===== src/pkg/cmc_pkg.sv =====
/*
 mode controller package: mode codes, register offsets, field positions,
 reset values and timing counts.
 assumes one channel and a 100 MHz module clock.
*/
`default_nettype none
package cmc_pkg;
   localparam logic [1:0] GM_OPER  = 2'h0;
   localparam logic [1:0] GM_RESET = 2'h1;
   localparam logic [1:0] GM_HALT  = 2'h2;
   localparam logic [1:0] CM_OPER  = 2'h0;
   localparam logic [1:0] CM_RESET = 2'h1;
   localparam logic [1:0] CM_HALT  = 2'h2;
   localparam logic [1:0] BO_AUTO_TEC  = 2'h1;
   localparam logic [1:0] BO_AUTO_IDLE = 2'h2;
   localparam logic [1:0] BO_MANUAL    = 2'h3;
   localparam logic [3:0] ADR_GLOBAL_CTRL   = 4'h0;
   localparam logic [3:0] ADR_GLOBAL_STATUS = 4'h1;
   localparam logic [3:0] ADR_CHAN_CTRL_LO  = 4'h2;
   localparam logic [3:0] ADR_CHAN_CTRL_HI  = 4'h3;
   localparam logic [3:0] ADR_CHAN_STATUS   = 4'h4;
   localparam logic [3:0] ADR_ERR_COUNT     = 4'h5;
   localparam logic [3:0] ADR_TIMESTAMP     = 4'h6;
   localparam logic [3:0] ADR_CHAN_TEST     = 4'h7;
   localparam logic [3:0] ADR_GLOBAL_TEST   = 4'h8;
   localparam logic [3:0] ADR_FIFO_CTRL     = 4'h9;
   localparam int   GLOBAL_STATUS_RESET = 0;
   localparam int   GLOBAL_STATUS_HALT  = 1;
   localparam int   GLOBAL_STATUS_SLEEP = 2;
   localparam int   CS_RESET   = 0;
   localparam int   CS_HALT    = 1;
   localparam int   CS_SLEEP   = 2;
   localparam int   CS_COMM    = 3;
   localparam int   CS_RECV    = 4;
   localparam int   CS_TRANS   = 5;
   localparam int   CS_BUSOFF  = 6;
   localparam int   CS_DOMLOCK = 7;
   localparam int   IDLE_BITS  = 11;
   localparam int   IDLE_RUNS  = 128;
   localparam logic [8:0] TEC_LIMIT = 9'h0FF;
   localparam logic [15:0] RST_DATA = 16'h0000;

   typedef enum logic [1:0] {
      G_OPER  = 2'b00,
      G_RESET = 2'b01,
      G_HALT  = 2'b10,
      G_SLEEP = 2'b11
   } cmc_gmode_t;

   typedef enum logic [1:0] {
      C_OPER  = 2'b00,
      C_RESET = 2'b01,
      C_HALT  = 2'b10,
      C_SLEEP = 2'b11
   } cmc_cmode_t;

   typedef struct packed {
      logic [3:0]  addr;
      logic [15:0] wdata;
      logic        wr;
      logic        rd;
   } cmc_req_t;

   typedef struct packed {
      logic bit_tick;
      logic rx_recessive;
      logic rx_active;
      logic tx_active;
      logic tx_error;
      logic rx_error;
      logic tx_ok;
      logic rx_ok;
   } cmc_link_t;
endpackage
`default_nettype wire


===== src/core/cmc_mode_ctrl.sv =====
/*
 global and channel mode controller for a one-channel CAN block.
 assumes the protocol engine supplies bus events on the clk domain through
 the link struct, and software uses the plain register port.
*/
// Implementation choices: the strobed register port and the register addresses.
`timescale 1ns/10ps
`default_nettype none
module cmc_mode_ctrl
   import cmc_pkg::*;
(
   // clock and reset
   input  wire logic      clk,
   input  wire logic      rst,
   // register port
   input  wire cmc_req_t  req,
   output logic [15:0]    rdata,
   // protocol engine
   input  wire cmc_link_t link,
   // gating and state
   output logic           module_clk_en,
   output logic           chan_clk_en,
   output logic           comm_enable,
   output logic           test_write_en,
   output logic [3:0]     mode_state
);
   cmc_gmode_t gmode;
   cmc_cmode_t cmode;
   logic [1:0]  global_mode_request;
   logic        global_sleep_request;
   logic [1:0]  channel_mode_request;
   logic        channel_sleep_request;
   logic [1:0]  busoff_recovery_select;
   logic [8:0]  transmit_error_count;
   logic [7:0]  receive_error_count;
   logic        busoff_state_flag;
   logic        comm_ready_flag;
   logic        global_halt_flag;
   logic [15:0] timestamp_value;
   logic        ram_test_enable;
   logic        rx_fifo_enable;
   logic        common_fifo_enable;
   logic        common_fifo_tx;
   logic [5:0]  common_fifo_count;
   logic [7:0]  chan_test;
   logic [7:0]  global_err;
   logic        idle_seen;
   logic        run_pulse;
   logic        dominant_lock_flag;
   logic [7:0]  run_total;
   logic        enter_greset;
   logic        enter_creset;
   logic        wr_ok;
   logic        chan_wr_ok;
   logic        halt_hold;
   cmc_gmode_t  next_gmode;
   cmc_cmode_t  next_cmode;

   function automatic logic [15:0] pad8(input logic [7:0] v);
      return {8'h00, v};
   endfunction

   assign wr_ok      = req.wr && (gmode != G_SLEEP);
   assign chan_wr_ok = wr_ok && (cmode != C_SLEEP);

   // global mode transitions
   always_comb begin
      next_gmode = gmode;
      if (global_sleep_request) begin
         // sleep only with the channel in reset or sleep
         if (cmode == C_RESET || cmode == C_SLEEP) begin
            next_gmode = G_SLEEP;
         end
      end else begin
         // leaving sleep always goes through reset
         case (global_mode_request)
            GM_OPER:  next_gmode = (gmode == G_SLEEP) ? G_RESET : G_OPER;
            GM_RESET: next_gmode = G_RESET;
            GM_HALT:  next_gmode = (gmode == G_SLEEP) ? G_RESET : G_HALT;
            default:  next_gmode = gmode;
         endcase
      end
   end

   assign enter_greset = (next_gmode == G_RESET) && (gmode != G_RESET);

   // channel mode transitions
   always_comb begin
      next_cmode = cmode;
      case (next_gmode)
         G_RESET: begin
            if (cmode != C_SLEEP) begin
               next_cmode = C_RESET;
            end
         end
         G_SLEEP: begin
            next_cmode = C_SLEEP;
         end
         default: begin
            if (channel_sleep_request) begin
               if (cmode == C_RESET) begin
                  next_cmode = C_SLEEP;
               end
            end else if (cmode == C_SLEEP) begin
               next_cmode = C_RESET;
            end else if (channel_mode_request == CM_RESET) begin
               // reset is immediate regardless of frame state
               next_cmode = C_RESET;
            end else if (channel_mode_request == CM_HALT || next_gmode == G_HALT) begin
               // halt blocked while bus locked dominant
               if (!dominant_lock_flag && (cmode == C_OPER) && !busoff_state_flag) begin
                  next_cmode = C_HALT;
               end else if (!dominant_lock_flag && cmode == C_RESET) begin
                  next_cmode = C_HALT;
               end else if (!dominant_lock_flag && busoff_state_flag
                            && busoff_recovery_select == BO_MANUAL) begin
                  next_cmode = C_HALT;
               end
            end else if (channel_mode_request == CM_OPER && next_gmode == G_OPER && !halt_hold) begin
               if (cmode != C_OPER) begin
                  next_cmode = C_OPER;
               end
            end
            if (cmode == C_OPER && busoff_state_flag && !dominant_lock_flag) begin
               if (busoff_recovery_select == BO_AUTO_TEC && transmit_error_count > TEC_LIMIT) begin
                  next_cmode = C_HALT;
               end
               // recovery after 128 idle runs counted from bus-off entry
               if (busoff_recovery_select == BO_AUTO_IDLE && run_total >= 8'(IDLE_RUNS)) begin
                  next_cmode = C_HALT;
               end
            end
         end
      endcase
   end

   assign enter_creset = (next_cmode == C_RESET) && (cmode != C_RESET);

   always_ff @(posedge clk) begin
      if (rst) begin
         gmode <= G_RESET;
         cmode <= C_RESET;
      end else begin
         gmode <= next_gmode;
         cmode <= next_cmode;
      end
   end

   // a hardware halt holds until the request is rewritten
   always_ff @(posedge clk) begin
      if (rst) begin
         halt_hold <= 1'b0;
      end else if (cmode == C_OPER && next_cmode == C_HALT) begin
         halt_hold <= 1'b1;
      end else if (next_cmode != C_HALT || (req.wr && req.addr == ADR_CHAN_CTRL_LO)) begin
         halt_hold <= 1'b0;
      end
   end

   // global control register
   always_ff @(posedge clk) begin
      if (rst) begin
         global_mode_request  <= GM_RESET;
         global_sleep_request <= 1'b0;
      end else if (req.wr && req.addr == ADR_GLOBAL_CTRL) begin
         // sleep request itself must stay writable to wake
         global_mode_request  <= req.wdata[1:0];
         global_sleep_request <= req.wdata[2];
      end
   end

   // channel control registers
   always_ff @(posedge clk) begin
      if (rst) begin
         channel_mode_request   <= CM_RESET;
         channel_sleep_request  <= 1'b0;
         busoff_recovery_select <= 2'h0;
         chan_test              <= RST_DATA[7:0];
      end else begin
         if (req.wr && req.addr == ADR_CHAN_CTRL_LO && gmode != G_SLEEP) begin
            channel_mode_request  <= req.wdata[1:0];
            channel_sleep_request <= req.wdata[2];
         end else if (enter_greset || enter_creset) begin
            // request field cleared to reset code
            channel_mode_request <= CM_RESET;
         end
         if (chan_wr_ok && req.addr == ADR_CHAN_CTRL_HI && cmode == C_RESET) begin
            busoff_recovery_select <= req.wdata[1:0];
         end
         // channel test registers writable in halt only
         if (chan_wr_ok && req.addr == ADR_CHAN_TEST && cmode == C_HALT) begin
            chan_test <= req.wdata[7:0];
         end
      end
   end

   cmc_idle_det u_idle (
      .clk       (clk),
      .rst       (rst),
      .clear     (cmode != C_OPER || (transmit_error_count > TEC_LIMIT && !busoff_state_flag)),
      .bit_tick  (link.bit_tick),
      .recessive (link.rx_recessive),
      .idle_seen (idle_seen),
      .run_pulse (run_pulse),
      .dom_lock  (dominant_lock_flag),
      .run_total (run_total)
   );

   // error counters and bus-off
   always_ff @(posedge clk) begin
      if (rst || enter_greset || enter_creset) begin
         transmit_error_count <= 9'h000;
         receive_error_count  <= 8'h00;
         busoff_state_flag    <= 1'b0;
      end else if (next_cmode == C_HALT && cmode == C_OPER && busoff_state_flag) begin
         busoff_state_flag    <= 1'b0;
         transmit_error_count <= 9'h000;
      end else if (cmode == C_OPER && gmode == G_OPER) begin
         if (link.tx_error && transmit_error_count <= TEC_LIMIT) begin
            transmit_error_count <= transmit_error_count + 9'h008;
         end else if (link.tx_ok && transmit_error_count != 9'h000 && !busoff_state_flag) begin
            transmit_error_count <= transmit_error_count - 9'h001;
         end
         if (link.rx_error && receive_error_count != 8'hFF) begin
            receive_error_count <= receive_error_count + 8'h01;
         end else if (link.rx_ok && receive_error_count != 8'h00) begin
            receive_error_count <= receive_error_count - 8'h01;
         end
         if (transmit_error_count > TEC_LIMIT) begin
            busoff_state_flag <= 1'b1;
         end
      end
   end

   // ready once 11 recessive bits seen in operation
   always_ff @(posedge clk) begin
      if (rst || cmode != C_OPER) begin
         comm_ready_flag <= 1'b0;
      end else begin
         comm_ready_flag <= idle_seen && !busoff_state_flag;
      end
   end

   always_ff @(posedge clk) begin
      if (rst || enter_greset) begin
         global_halt_flag <= 1'b0;
         timestamp_value  <= RST_DATA;
         ram_test_enable  <= 1'b0;
         rx_fifo_enable   <= 1'b0;
         global_err       <= 8'h00;
      end else begin
         global_halt_flag <= (gmode == G_HALT);
         if (gmode == G_OPER) begin
            timestamp_value <= timestamp_value + 16'h0001;
         end
         // test registers writable in global halt
         if (wr_ok && req.addr == ADR_GLOBAL_TEST && gmode == G_HALT) begin
            ram_test_enable <= req.wdata[0];
         end
         if (wr_ok && req.addr == ADR_FIFO_CTRL && gmode == G_RESET) begin
            rx_fifo_enable <= req.wdata[1];
         end
         if (link.rx_error && cmode == C_OPER) begin
            global_err <= global_err | 8'h01;
         end
      end
   end

   // common fifo reset depends on direction
   always_ff @(posedge clk) begin
      if (rst) begin
         common_fifo_enable <= 1'b0;
         common_fifo_tx     <= 1'b0;
         common_fifo_count  <= 6'h00;
      end else if (enter_greset || (enter_creset && common_fifo_tx)) begin
         common_fifo_enable <= 1'b0;
         common_fifo_count  <= 6'h00;
      end else begin
         if (wr_ok && req.addr == ADR_FIFO_CTRL) begin
            common_fifo_enable <= req.wdata[0];
            if (gmode == G_RESET) begin
               common_fifo_tx <= req.wdata[2];
            end
         end
         if (common_fifo_enable && (link.tx_ok || link.rx_ok) && common_fifo_count != 6'h3F) begin
            common_fifo_count <= common_fifo_count + 6'h01;
         end
      end
   end

   // read port, one cycle latency; reads allowed in sleep
   always_ff @(posedge clk) begin
      if (rst) begin
         rdata <= RST_DATA;
      end else if (req.rd) begin
         case (req.addr)
            ADR_GLOBAL_CTRL:   rdata <= {13'h0000, global_sleep_request, global_mode_request};
            ADR_GLOBAL_STATUS: rdata <= {13'h0000, gmode == G_SLEEP, global_halt_flag, gmode == G_RESET};
            ADR_CHAN_CTRL_LO:  rdata <= {13'h0000, channel_sleep_request, channel_mode_request};
            ADR_CHAN_CTRL_HI:  rdata <= {14'h0000, busoff_recovery_select};
            ADR_CHAN_STATUS:   rdata <= pad8({dominant_lock_flag, busoff_state_flag,
                                              link.tx_active && comm_ready_flag,
                                              link.rx_active && comm_ready_flag, comm_ready_flag,
                                              cmode == C_SLEEP, cmode == C_HALT, cmode == C_RESET});
            ADR_ERR_COUNT:     rdata <= {transmit_error_count[7:0], receive_error_count};
            ADR_TIMESTAMP:     rdata <= timestamp_value;
            ADR_CHAN_TEST:     rdata <= pad8(chan_test);
            ADR_GLOBAL_TEST:   rdata <= {global_err, 7'h00, ram_test_enable};
            ADR_FIFO_CTRL:     rdata <= {common_fifo_count, 7'h00, common_fifo_tx,
                                         rx_fifo_enable, common_fifo_enable};
            default:           rdata <= RST_DATA;
         endcase
      end else begin
         rdata <= RST_DATA;
      end
   end

   // gating outputs
   always_ff @(posedge clk) begin
      if (rst) begin
         module_clk_en <= 1'b1;
         chan_clk_en   <= 1'b1;
         comm_enable   <= 1'b0;
         test_write_en <= 1'b0;
         mode_state    <= 4'h5;
      end else begin
         // module clock stops in global sleep
         module_clk_en <= (next_gmode != G_SLEEP);
         // channel clock stops in channel sleep
         chan_clk_en   <= (next_cmode != C_SLEEP);
         // traffic only in global operating and channel operation
         comm_enable   <= (next_gmode == G_OPER) && (next_cmode == C_OPER) && comm_ready_flag;
         test_write_en <= (next_gmode == G_HALT) || (next_cmode == C_HALT);
         mode_state    <= {next_gmode, next_cmode};
      end
   end
endmodule // cmc_mode_ctrl
`default_nettype wire


===== src/core/cmc_idle_det.sv =====
/*
 counts runs of consecutive recessive bits on the bus.
 assumes bit_tick marks one sample per bit, already in the clk domain.
*/
`timescale 1ns/10ps
`default_nettype none
module cmc_idle_det
   import cmc_pkg::*;
(
   // clock and reset
   input  wire logic clk,
   input  wire logic rst,
   // control
   input  wire logic clear,
   // bus samples
   input  wire logic bit_tick,
   input  wire logic recessive,
   // results
   output logic      idle_seen,
   output logic      run_pulse,
   output logic      dom_lock,
   output logic [7:0] run_total
);
   logic [3:0] ones;
   logic [7:0] zeros;

   always_ff @(posedge clk) begin
      if (rst || clear) begin
         ones      <= 4'h0;
         idle_seen <= 1'b0;
         run_pulse <= 1'b0;
         run_total <= 8'h00;
      end else begin
         run_pulse <= 1'b0;
         if (bit_tick) begin
            if (!recessive) begin
               ones <= 4'h0;
            end else if (ones == 4'(IDLE_BITS - 1)) begin
               // restart so every 11 bits is counted as a separate run
               ones      <= 4'h0;
               idle_seen <= 1'b1;
               run_pulse <= 1'b1;
               if (run_total != 8'hFF) begin
                  run_total <= run_total + 8'h01;
               end
            end else begin
               ones <= ones + 4'h1;
            end
         end
      end
   end

   // long dominant stretch means the bus is locked low
   always_ff @(posedge clk) begin
      if (rst || clear) begin
         zeros    <= 8'h00;
         dom_lock <= 1'b0;
      end else if (bit_tick) begin
         if (recessive) begin
            zeros    <= 8'h00;
            dom_lock <= 1'b0;
         end else if (zeros == 8'hFF) begin
            dom_lock <= 1'b1;
         end else begin
            zeros <= zeros + 8'h01;
         end
      end
   end
endmodule // cmc_idle_det
`default_nettype wire


===== config.mk =====
export PLATFORM = sky130hd
export DESIGN_NAME = cmc_mode_ctrl
export DESIGN_NICKNAME = d
export VERILOG_FILES = /design/src/pkg/cmc_pkg.sv /design/src/core/cmc_mode_ctrl.sv /design/src/core/cmc_idle_det.sv
export SDC_FILE = /design/constraint.sdc
export NUM_CORES = 1
export LEC_CHECK = 0
export BUFFER_PORTS_ARGS = -buffer_cell sky130_fd_sc_hd__buf_2
export CORE_UTILIZATION = 60
export DETAILED_ROUTE_END_ITERATION = 10
export GPL_TIMING_DRIVEN = 0
export PLACE_DENSITY = 0.81
export SYNTH_ARGS = -nofsm -noshare
export SYNTH_HDL_FRONTEND = slang
export SYNTH_SLANG_ARGS = --single-unit

===== constraint.sdc =====
create_clock -name clk -period 3.47 [get_ports clk]
set_input_delay 0.1735 -clock clk [delete_from_list [all_inputs] [get_ports clk]]
set_output_delay 0.1735 -clock clk [all_outputs]
set_load 0.01 [all_outputs]

==> metrics.md, run 1 <==
| Metric | Value |
|---|---|
| Run status | `finished, final reports clean` |
| Crit. End Element | `register` |
| Chip Width | `101 µm` |
| Post-Synthesis Net Count | `734` |
| R2R Setup Slk | `0.51 ns` |
| Post-place setup slack | `-0.0678 ns` |
| Max incr delay on CP | `0.55 ns` |
| Largest family of logic cells by synthesized area | `simple AND/OR/NAND/NOR gates` |
| Filler Cell Count | `808` |
| Mapped Cells | `683` |
| Layout cells sized above 1 | `0.138` |
| Final period utilization | `0.853` |
| YS warnings | `0` |
| Via density | `6.08` |
| Synth Area in XOR/XNOR | `0.0611` |
| Initial DRT Pass Iterations | `5` |
| CP startpoint kind | `register` |
| Compound-Gate Fraction of Synth Area | `0.181` |
| Post-synth EDFFs | `0` |
| DR vias | `5307` |
| Max Buffers Root-to-Sink | `2` |
| CTS tree | `yes` |
| Final min period | `2.96 ns` |
| Cell Pwr Density | `334 nW/µm²` |
| Root Buffer | `clkbuf_8` |
| Initial core utilization | `0.627` |
| Total of max-cap violations | `0` |
| Cell count after placement | `857` |
| Most common cell in the netlist | `dfxtp_1` |
| Critical path class | `reg2reg` |
| Overflow after GRT | `0` |
| Vias in the first global route | `4856` |
| Total CTS buffers | `9` |
| Overall power | `2.15 mW` |
| Synth area leaders | `dfxtp_1, nor2_1, a21oi_1` |
| Final net count | `790` |
| Asr flop ratio synth | `0` |
| RSZ-0062 raised after global routing | `no` |
| Top FF cell, synth | `dfxtp_1` |
| Yosys top cell by area | `dfxtp_1` |
| # diodes | `0` |
| #FFs+latches synth | `110` |
| Row Count | `35` |
| Final setup vio count | `0` |
| Gpl congestion | `0.942` |
| Io pins | `56` |
| I/O Buffers | `45` |
| Slew of the pin with the lowest slew margin | `0.810 ns` |
| Placed Area | `6260 µm²` |
| Clock Pin Slew Worst Setup and Hold Paths | `0.11 ns` |
| CTS H-tree lvls | `3` |
| Tot GR Track Use | `0.295` |
| Fin. max-slew vios | `0` |
| DRC | `0` |
| Synth top area share | `0.375` |
| Slew Limit Headroom | `0.457` |
| Cell Count, Final, Fillers Out | `873` |
| Max VDD drop | `0.000261 V` |
| Post-synth top cells | `dfxtp_1, nor2_1, a21oi_1` |
| Crit path required time | `3.75 ns` |
| Sink Count | `110` |
| Crit path cell chain | `nand4_1 > o21ai_2 > ha_1 > a21o_1 > a21oi_1 > o21ai_0 > o41ai_1 > xnor2_1 > o211ai_2 > mux2i_1` |
| Post-synthesis cell area | `5880 µm²` |
| Post-DR wirelength/cell | `16.4 µm` |
| Synthesis-to-finish area growth | `9.77%` |
| Adder-cell share of the synthesized area | `0.0417` |
| Worst path slowest cell | `dfxtp_1` |
| Post-route cell area | `6450 µm²` |
| Synth Area in Simple Gates | `0.253` |
| Final Core Density | `0.689` |
| Worst Slack Setup Final | `0.510 ns` |
| CORE AREA | `9370 µm²` |
| Hold Crit Class | `in2reg` |
| DRT antenna net count | `0` |
| Die ar. | `10200 µm²` |
| Pleak | `2.40 nW` |
| Initial antenna violation count | `0` |
| First DRT Iteration DRCs | `342` |
| Total Negative Setup Slacks | `0 ns` |
| First-pass GRT wire length | `23400 µm` |
| Sequential-to-total area share from yosys stat | `0.375` |
| Hold_ws | `0.0254 ns` |
| Worst-skew pair later-pin latency | `0.38 ns` |
| Setup Fix Bufs, Post-CTS | `0` |
| Largest net degree at the start of global routing | `19` |
| Total wire length | `14300 µm` |
| Hold Violations, Final | `0` |
| Crit Path Max Fanout | `9` |
| Fmax | `0.338 GHz` |
| DIE HEIGHT | `101 µm` |
| CP Data Arrival Time | `3.24 ns` |
| Post-DP HPWL | `10900 µm` |
| Mux cell area share after synthesis | `0.0507` |
| Distinct cells, synth | `79` |
| Worst Skew | `0.0131 ns` |
| Syn avg cell area | `8.61 µm²` |
## flip-flops by register name, indices dropped and copies added, names as in the netlist, 4 cells and up
signal	cells
rdata	16
timestamp_value	16
transmit_error_count	9
chan_test	8
receive_error_count	8
u_idle.run_total	8
u_idle.zeros	8
common_fifo_count	6
u_idle.ones	4
## cell families (layout without fill, tap and decap cells)
group	count (synthesis)	in the layout
and+or+nand+nor	291	291
AOI/OAI and AO/OA	151	151
DFF	110	110
buffers and inverters	45	106
xor gates and xnor gates	41	41
muxes	26	26
adders and majority gates	19	19
## report_power, final
part	total [mW]	switching (mW)	leakage (nW)	internal, mW
combinational	0.157	0.106	1.42	0.0515
clock	0.728	0.443	0.0889	0.285
sequential	1.27	0.00381	0.886	1.27
total	2.15	0.553	2.40	1.60
## cells in the final DEF (no fill, tap or decap), drive strengths merged, types with 5 or more instances in the layout
master,instances
clkbuf,26
a211oi,5
nor2b,9
nor3,23
xnor2,17
a22oi,8
a31oi,5
o211ai,10
a22o,6
ha,18
and3,10
nand2,45
dfxtp,110
or3,8
buf,57
nand3,28
a21oi,48
nand3b,6
xor2,24
mux2i,23
nand4,19
nand2b,13
o21ai,34
nor2,107
o31ai,5
inv,18
## path summary, 6_finish.rpt
path,start,to,cells after the start
worst max-delay path,receive_error_count[0],receive_error_count[7],10
worst min-delay path,req[8],chan_test[6],3
worst max register to register,receive_error_count[0],receive_error_count[7],10
worst min register to register,u_idle.idle_seen,u_idle.idle_seen,2
## critical path: cells and delay by family, from the launching register on
kind / cells / cell delay (ns)
mux: 1 / 0.15
fa+ha+maj: 1 / 0.33
simple gates: 1 / 0.16
compound gates: 6 / 1.48
flops: 1 / 0.55
xor+xnor: 1 / 0.19
## cell type report
class                   count  area (µm²)  area share
plain buffers              28         155      0.0240
flip-flops and latches    110        2200       0.341
well taps                 129         161      0.0250
clock inverters             6        46.3     0.00717
clock buffers              10         138      0.0213
repair buffers             45         225      0.0349
multi-input cells         528        3460       0.536
inverters                  17        63.8     0.00989
## repair_timing
action                                  4_1_cts  5_1_grt
endpoints found under the setup margin        1        1
hold buffers                                  0        0
pin swaps                                     0        0
gates cloned                                  0        0
resized for setup                             1        1
## layer usage
metal / track usage / vias to the layer above / share of wire
met5: 0 / - / 0
met4: 0.104 / 0 / 0.018
met3: 0.0603 / 23 / 0.073
met2: 0.496 / 208 / 0.47
met1: 0.375 / 2519 / 0.44
li1: - / 2557 / -
Note: power is estimated with default switching activity, not from simulation.
==> run 2, diff against run 1 <==
- CORE_ASPECT_RATIO: not set -> 1.75
==> metrics.md, run 2 (synthesized netlist as in run 1, its figures left out) <==
| Metric | Value |
|---|---|
| Run status | `finished, final reports clean (unchanged)` |
| Largest regs | `rdata x16, timestamp_value x16, transmit_error_count x9 (unchanged)` |
| Clock Pin Slew Worst Setup and Hold Paths | `0.08 ns (was 0.11 ns)` |
| Slew of the pin with the lowest slew margin | `0.785 ns (was 0.810 ns)` |
| Synthesis-to-finish area growth | `11.7% (was 9.77%)` |
| Tot GR Track Use | `0.317 (was 0.295)` |
| Worst-skew pair later-pin latency | `0.35 ns (was 0.38 ns)` |
| Slew Limit Headroom | `0.473 (was 0.457)` |
| Final period utilization | `0.922 (was 0.853)` |
| CTS H-tree lvls | `3 (unchanged)` |
| Chip Width | `76.8 µm (was 101 µm)` |
| Largest net degree at the start of global routing | `21 (was 19)` |
| First-pass GRT wire length | `25700 µm (was 23400 µm)` |
| Row Count | `47 (was 35)` |
| First DRT Iteration DRCs | `413 (was 342)` |
| Worst reg-to-reg path cell count | `10 (unchanged)` |
| Final setup vio count | `0 (unchanged)` |
| Vias in the first global route | `5381 (was 4856)` |
| CP startpoint kind | `register (unchanged)` |
| Crit path from | `receive_error_count[3] (was receive_error_count[0])` |
| Overflow after GRT | `0 (unchanged)` |
| RSZ-0062 raised after global routing | `no (unchanged)` |
| # diodes | `0 (unchanged)` |
| Initial DRT Pass Iterations | `5 (unchanged)` |
| Gpl congestion | `0.947 (was 0.942)` |
| Crit Path Max Fanout | `9 (unchanged)` |
| Comb pwr share | `0.064 (was 0.073)` |
| Final net count | `790 (unchanged)` |
| Hold Crit Class | `in2reg (unchanged)` |
| DRT antenna net count | `0 (unchanged)` |
| Setup Fix Bufs, Post-CTS | `0 (unchanged)` |
| Critical path class | `reg2reg (unchanged)` |
| Max VDD drop | `0.000332 V (was 0.000261 V)` |
| Final min period | `3.20 ns (was 2.96 ns)` |
| Initial antenna violation count | `0 (unchanged)` |
| CTS tree | `yes (unchanged)` |
| Crit path required time | `3.71 ns (was 3.75 ns)` |
| Pleak | `2.46 nW (was 2.40 nW)` |
| Layout cells sized above 1 | `0.137 (was 0.138)` |
| Post-DR wirelength/cell | `18.0 µm (was 16.4 µm)` |
| CP Data Arrival Time | `3.44 ns (was 3.24 ns)` |
| DRC | `0 (unchanged)` |
| Reg2reg start | `receive_error_count[3] (was receive_error_count[0])` |
| Total wire length | `15600 µm (was 14300 µm)` |
| Initial core utilization | `0.621 (was 0.627)` |
| Root Buffer | `clkbuf_16 (was clkbuf_8)` |
| I/O Buffers | `45 (unchanged)` |
| Sw power | `609 µW (was 553 µW)` |
| Final Core Density | `0.694 (was 0.689)` |
| Cell Pwr Density | `381 nW/µm² (was 334 nW/µm²)` |
| Crit. End Element | `register (unchanged)` |
| Fmax | `0.312 GHz (was 0.338 GHz)` |
| P_int | `1.89 mW (was 1.60 mW)` |
| Sink Count | `110 (unchanged)` |
| DIE HEIGHT | `133 µm (was 101 µm)` |
| Max Buffers Root-to-Sink | `2 (unchanged)` |
| Die ar. | `10200 µm² (about the same)` |
| DR vias | `5403 (was 5307)` |
| CORE AREA | `9470 µm² (was 9370 µm²)` |
| Total Negative Setup Slacks | `0 ns (unchanged)` |
| Net Sw Frac | `0.243 (was 0.257)` |
| Share of power burned in the clock network | `0.429 (was 0.338)` |
| R2R Setup Slk | `0.27 ns (was 0.51 ns)` |
| Total CTS buffers | `9 (unchanged)` |
| Commonest non-fill, non-tap cell in the layout | `dfxtp_1 (unchanged)` |
| Post-DP HPWL | `11900 µm (was 10900 µm)` |
| Total of max-cap violations | `0 (unchanged)` |
| Via density | `6.24 (was 6.08)` |
| Worst Skew | `0.00914 ns (was 0.0131 ns)` |
| Most frequent cells in the layout | `dfxtp_1, nor2_1, buf_2, a21oi_1, nand2_1 (unchanged)` |
| Post-CTS Hold Buffers | `0 (unchanged)` |
| Sequential fraction of design power | `0.507 (was 0.589)` |
| Io pins | `56 (unchanged)` |
| Cts repair resizes | `1 (unchanged)` |
| Hold Violations, Final | `0 (unchanged)` |
| Fin. max-slew vios | `0 (unchanged)` |
| Crit path capture | `receive_error_count[7] (unchanged)` |
| RR Endpoint | `receive_error_count[7] (unchanged)` |
[run 2: worst max-delay path: stages (launching register included)]
cell and delay (ns):
dfxtp_1 0.54, nand4_1 0.14, o21ai_1 0.64, ha_1 0.36
a21o_1 0.18, a21oi_1 0.22, o21ai_0 0.18, o41ai_1 0.37
xnor2_1 0.19, o211ai_2 0.13, mux2i_1 0.15
[run 2: final cells by class]
type                       count  area, µm²
tap                          122        153
clock buffer                   9        225
inverter                      17       63.8
fill                         771       2900
timing repair buffer          45        225
clock inverter                 7       85.1
buffer                        28        155
multi-input combinational    528       3460
sequential                   110       2200
[run 2: worst min-delay path by stage]
| stage | from | to | slack [ns] | cells after the start |
|---|---|---|---|---|
| after detailed placement | req[8] | chan_test[6] | 0.42 | 3 |
| after global routing | req[5] | chan_test[3] | 0.07 | 3 |
| after CTS | req[8] | chan_test[6] | 0.05 | 3 |
| after floorplan | req[4] | channel_sleep_request | 0.31 | 2 |
| after global placement | req[8] | chan_test[6] | 0.41 | 3 |
| final | req[8] | chan_test[6] | 0.06 | 3 |
[run 2: power groups by stage]
stage	clock (mW)	combinational [mW]	sequential [mW]
2_1_floorplan	0	0.102	1.30
3_3_place_gp	0	0.152	1.30
3_5_place_dp	0	0.155	1.30
4_1_cts	1.09	0.156	1.27
5_1_grt	1.14	0.173	1.27
6_report	1.07	0.159	1.27
[run 2: layer usage]
layer / wire [µm] / part of all wire / up-vias / track usage
met5: 0 / 0 / - / 0
met4: 825 / 0.053 / 0 / 0.196
met3: 781 / 0.050 / 60 / 0.0538
met2: 8370 / 0.54 / 218 / 0.592
met1: 5600 / 0.36 / 2560 / 0.320
li1: - / - / 2565 / -
[run 2: stage by stage]
stage / total power, mW / hold WS (ns) / setup WS [ns] / area (µm²) / cells
after floorplan: 1.40 / 0.309 / 0.556 / 5880 / 683
after global placement: 1.45 / 0.408 / 0.0611 / 6260 / 850
after detailed placement: 1.45 / 0.422 / -0.0177 / 6260 / 850
after CTS: 2.51 / 0.0512 / 0.315 / 6570 / 866
after global routing: 2.59 / 0.0662 / 0.127 / 6570 / 866
final: 2.50 / 0.0570 / 0.269 / 6570 / 866
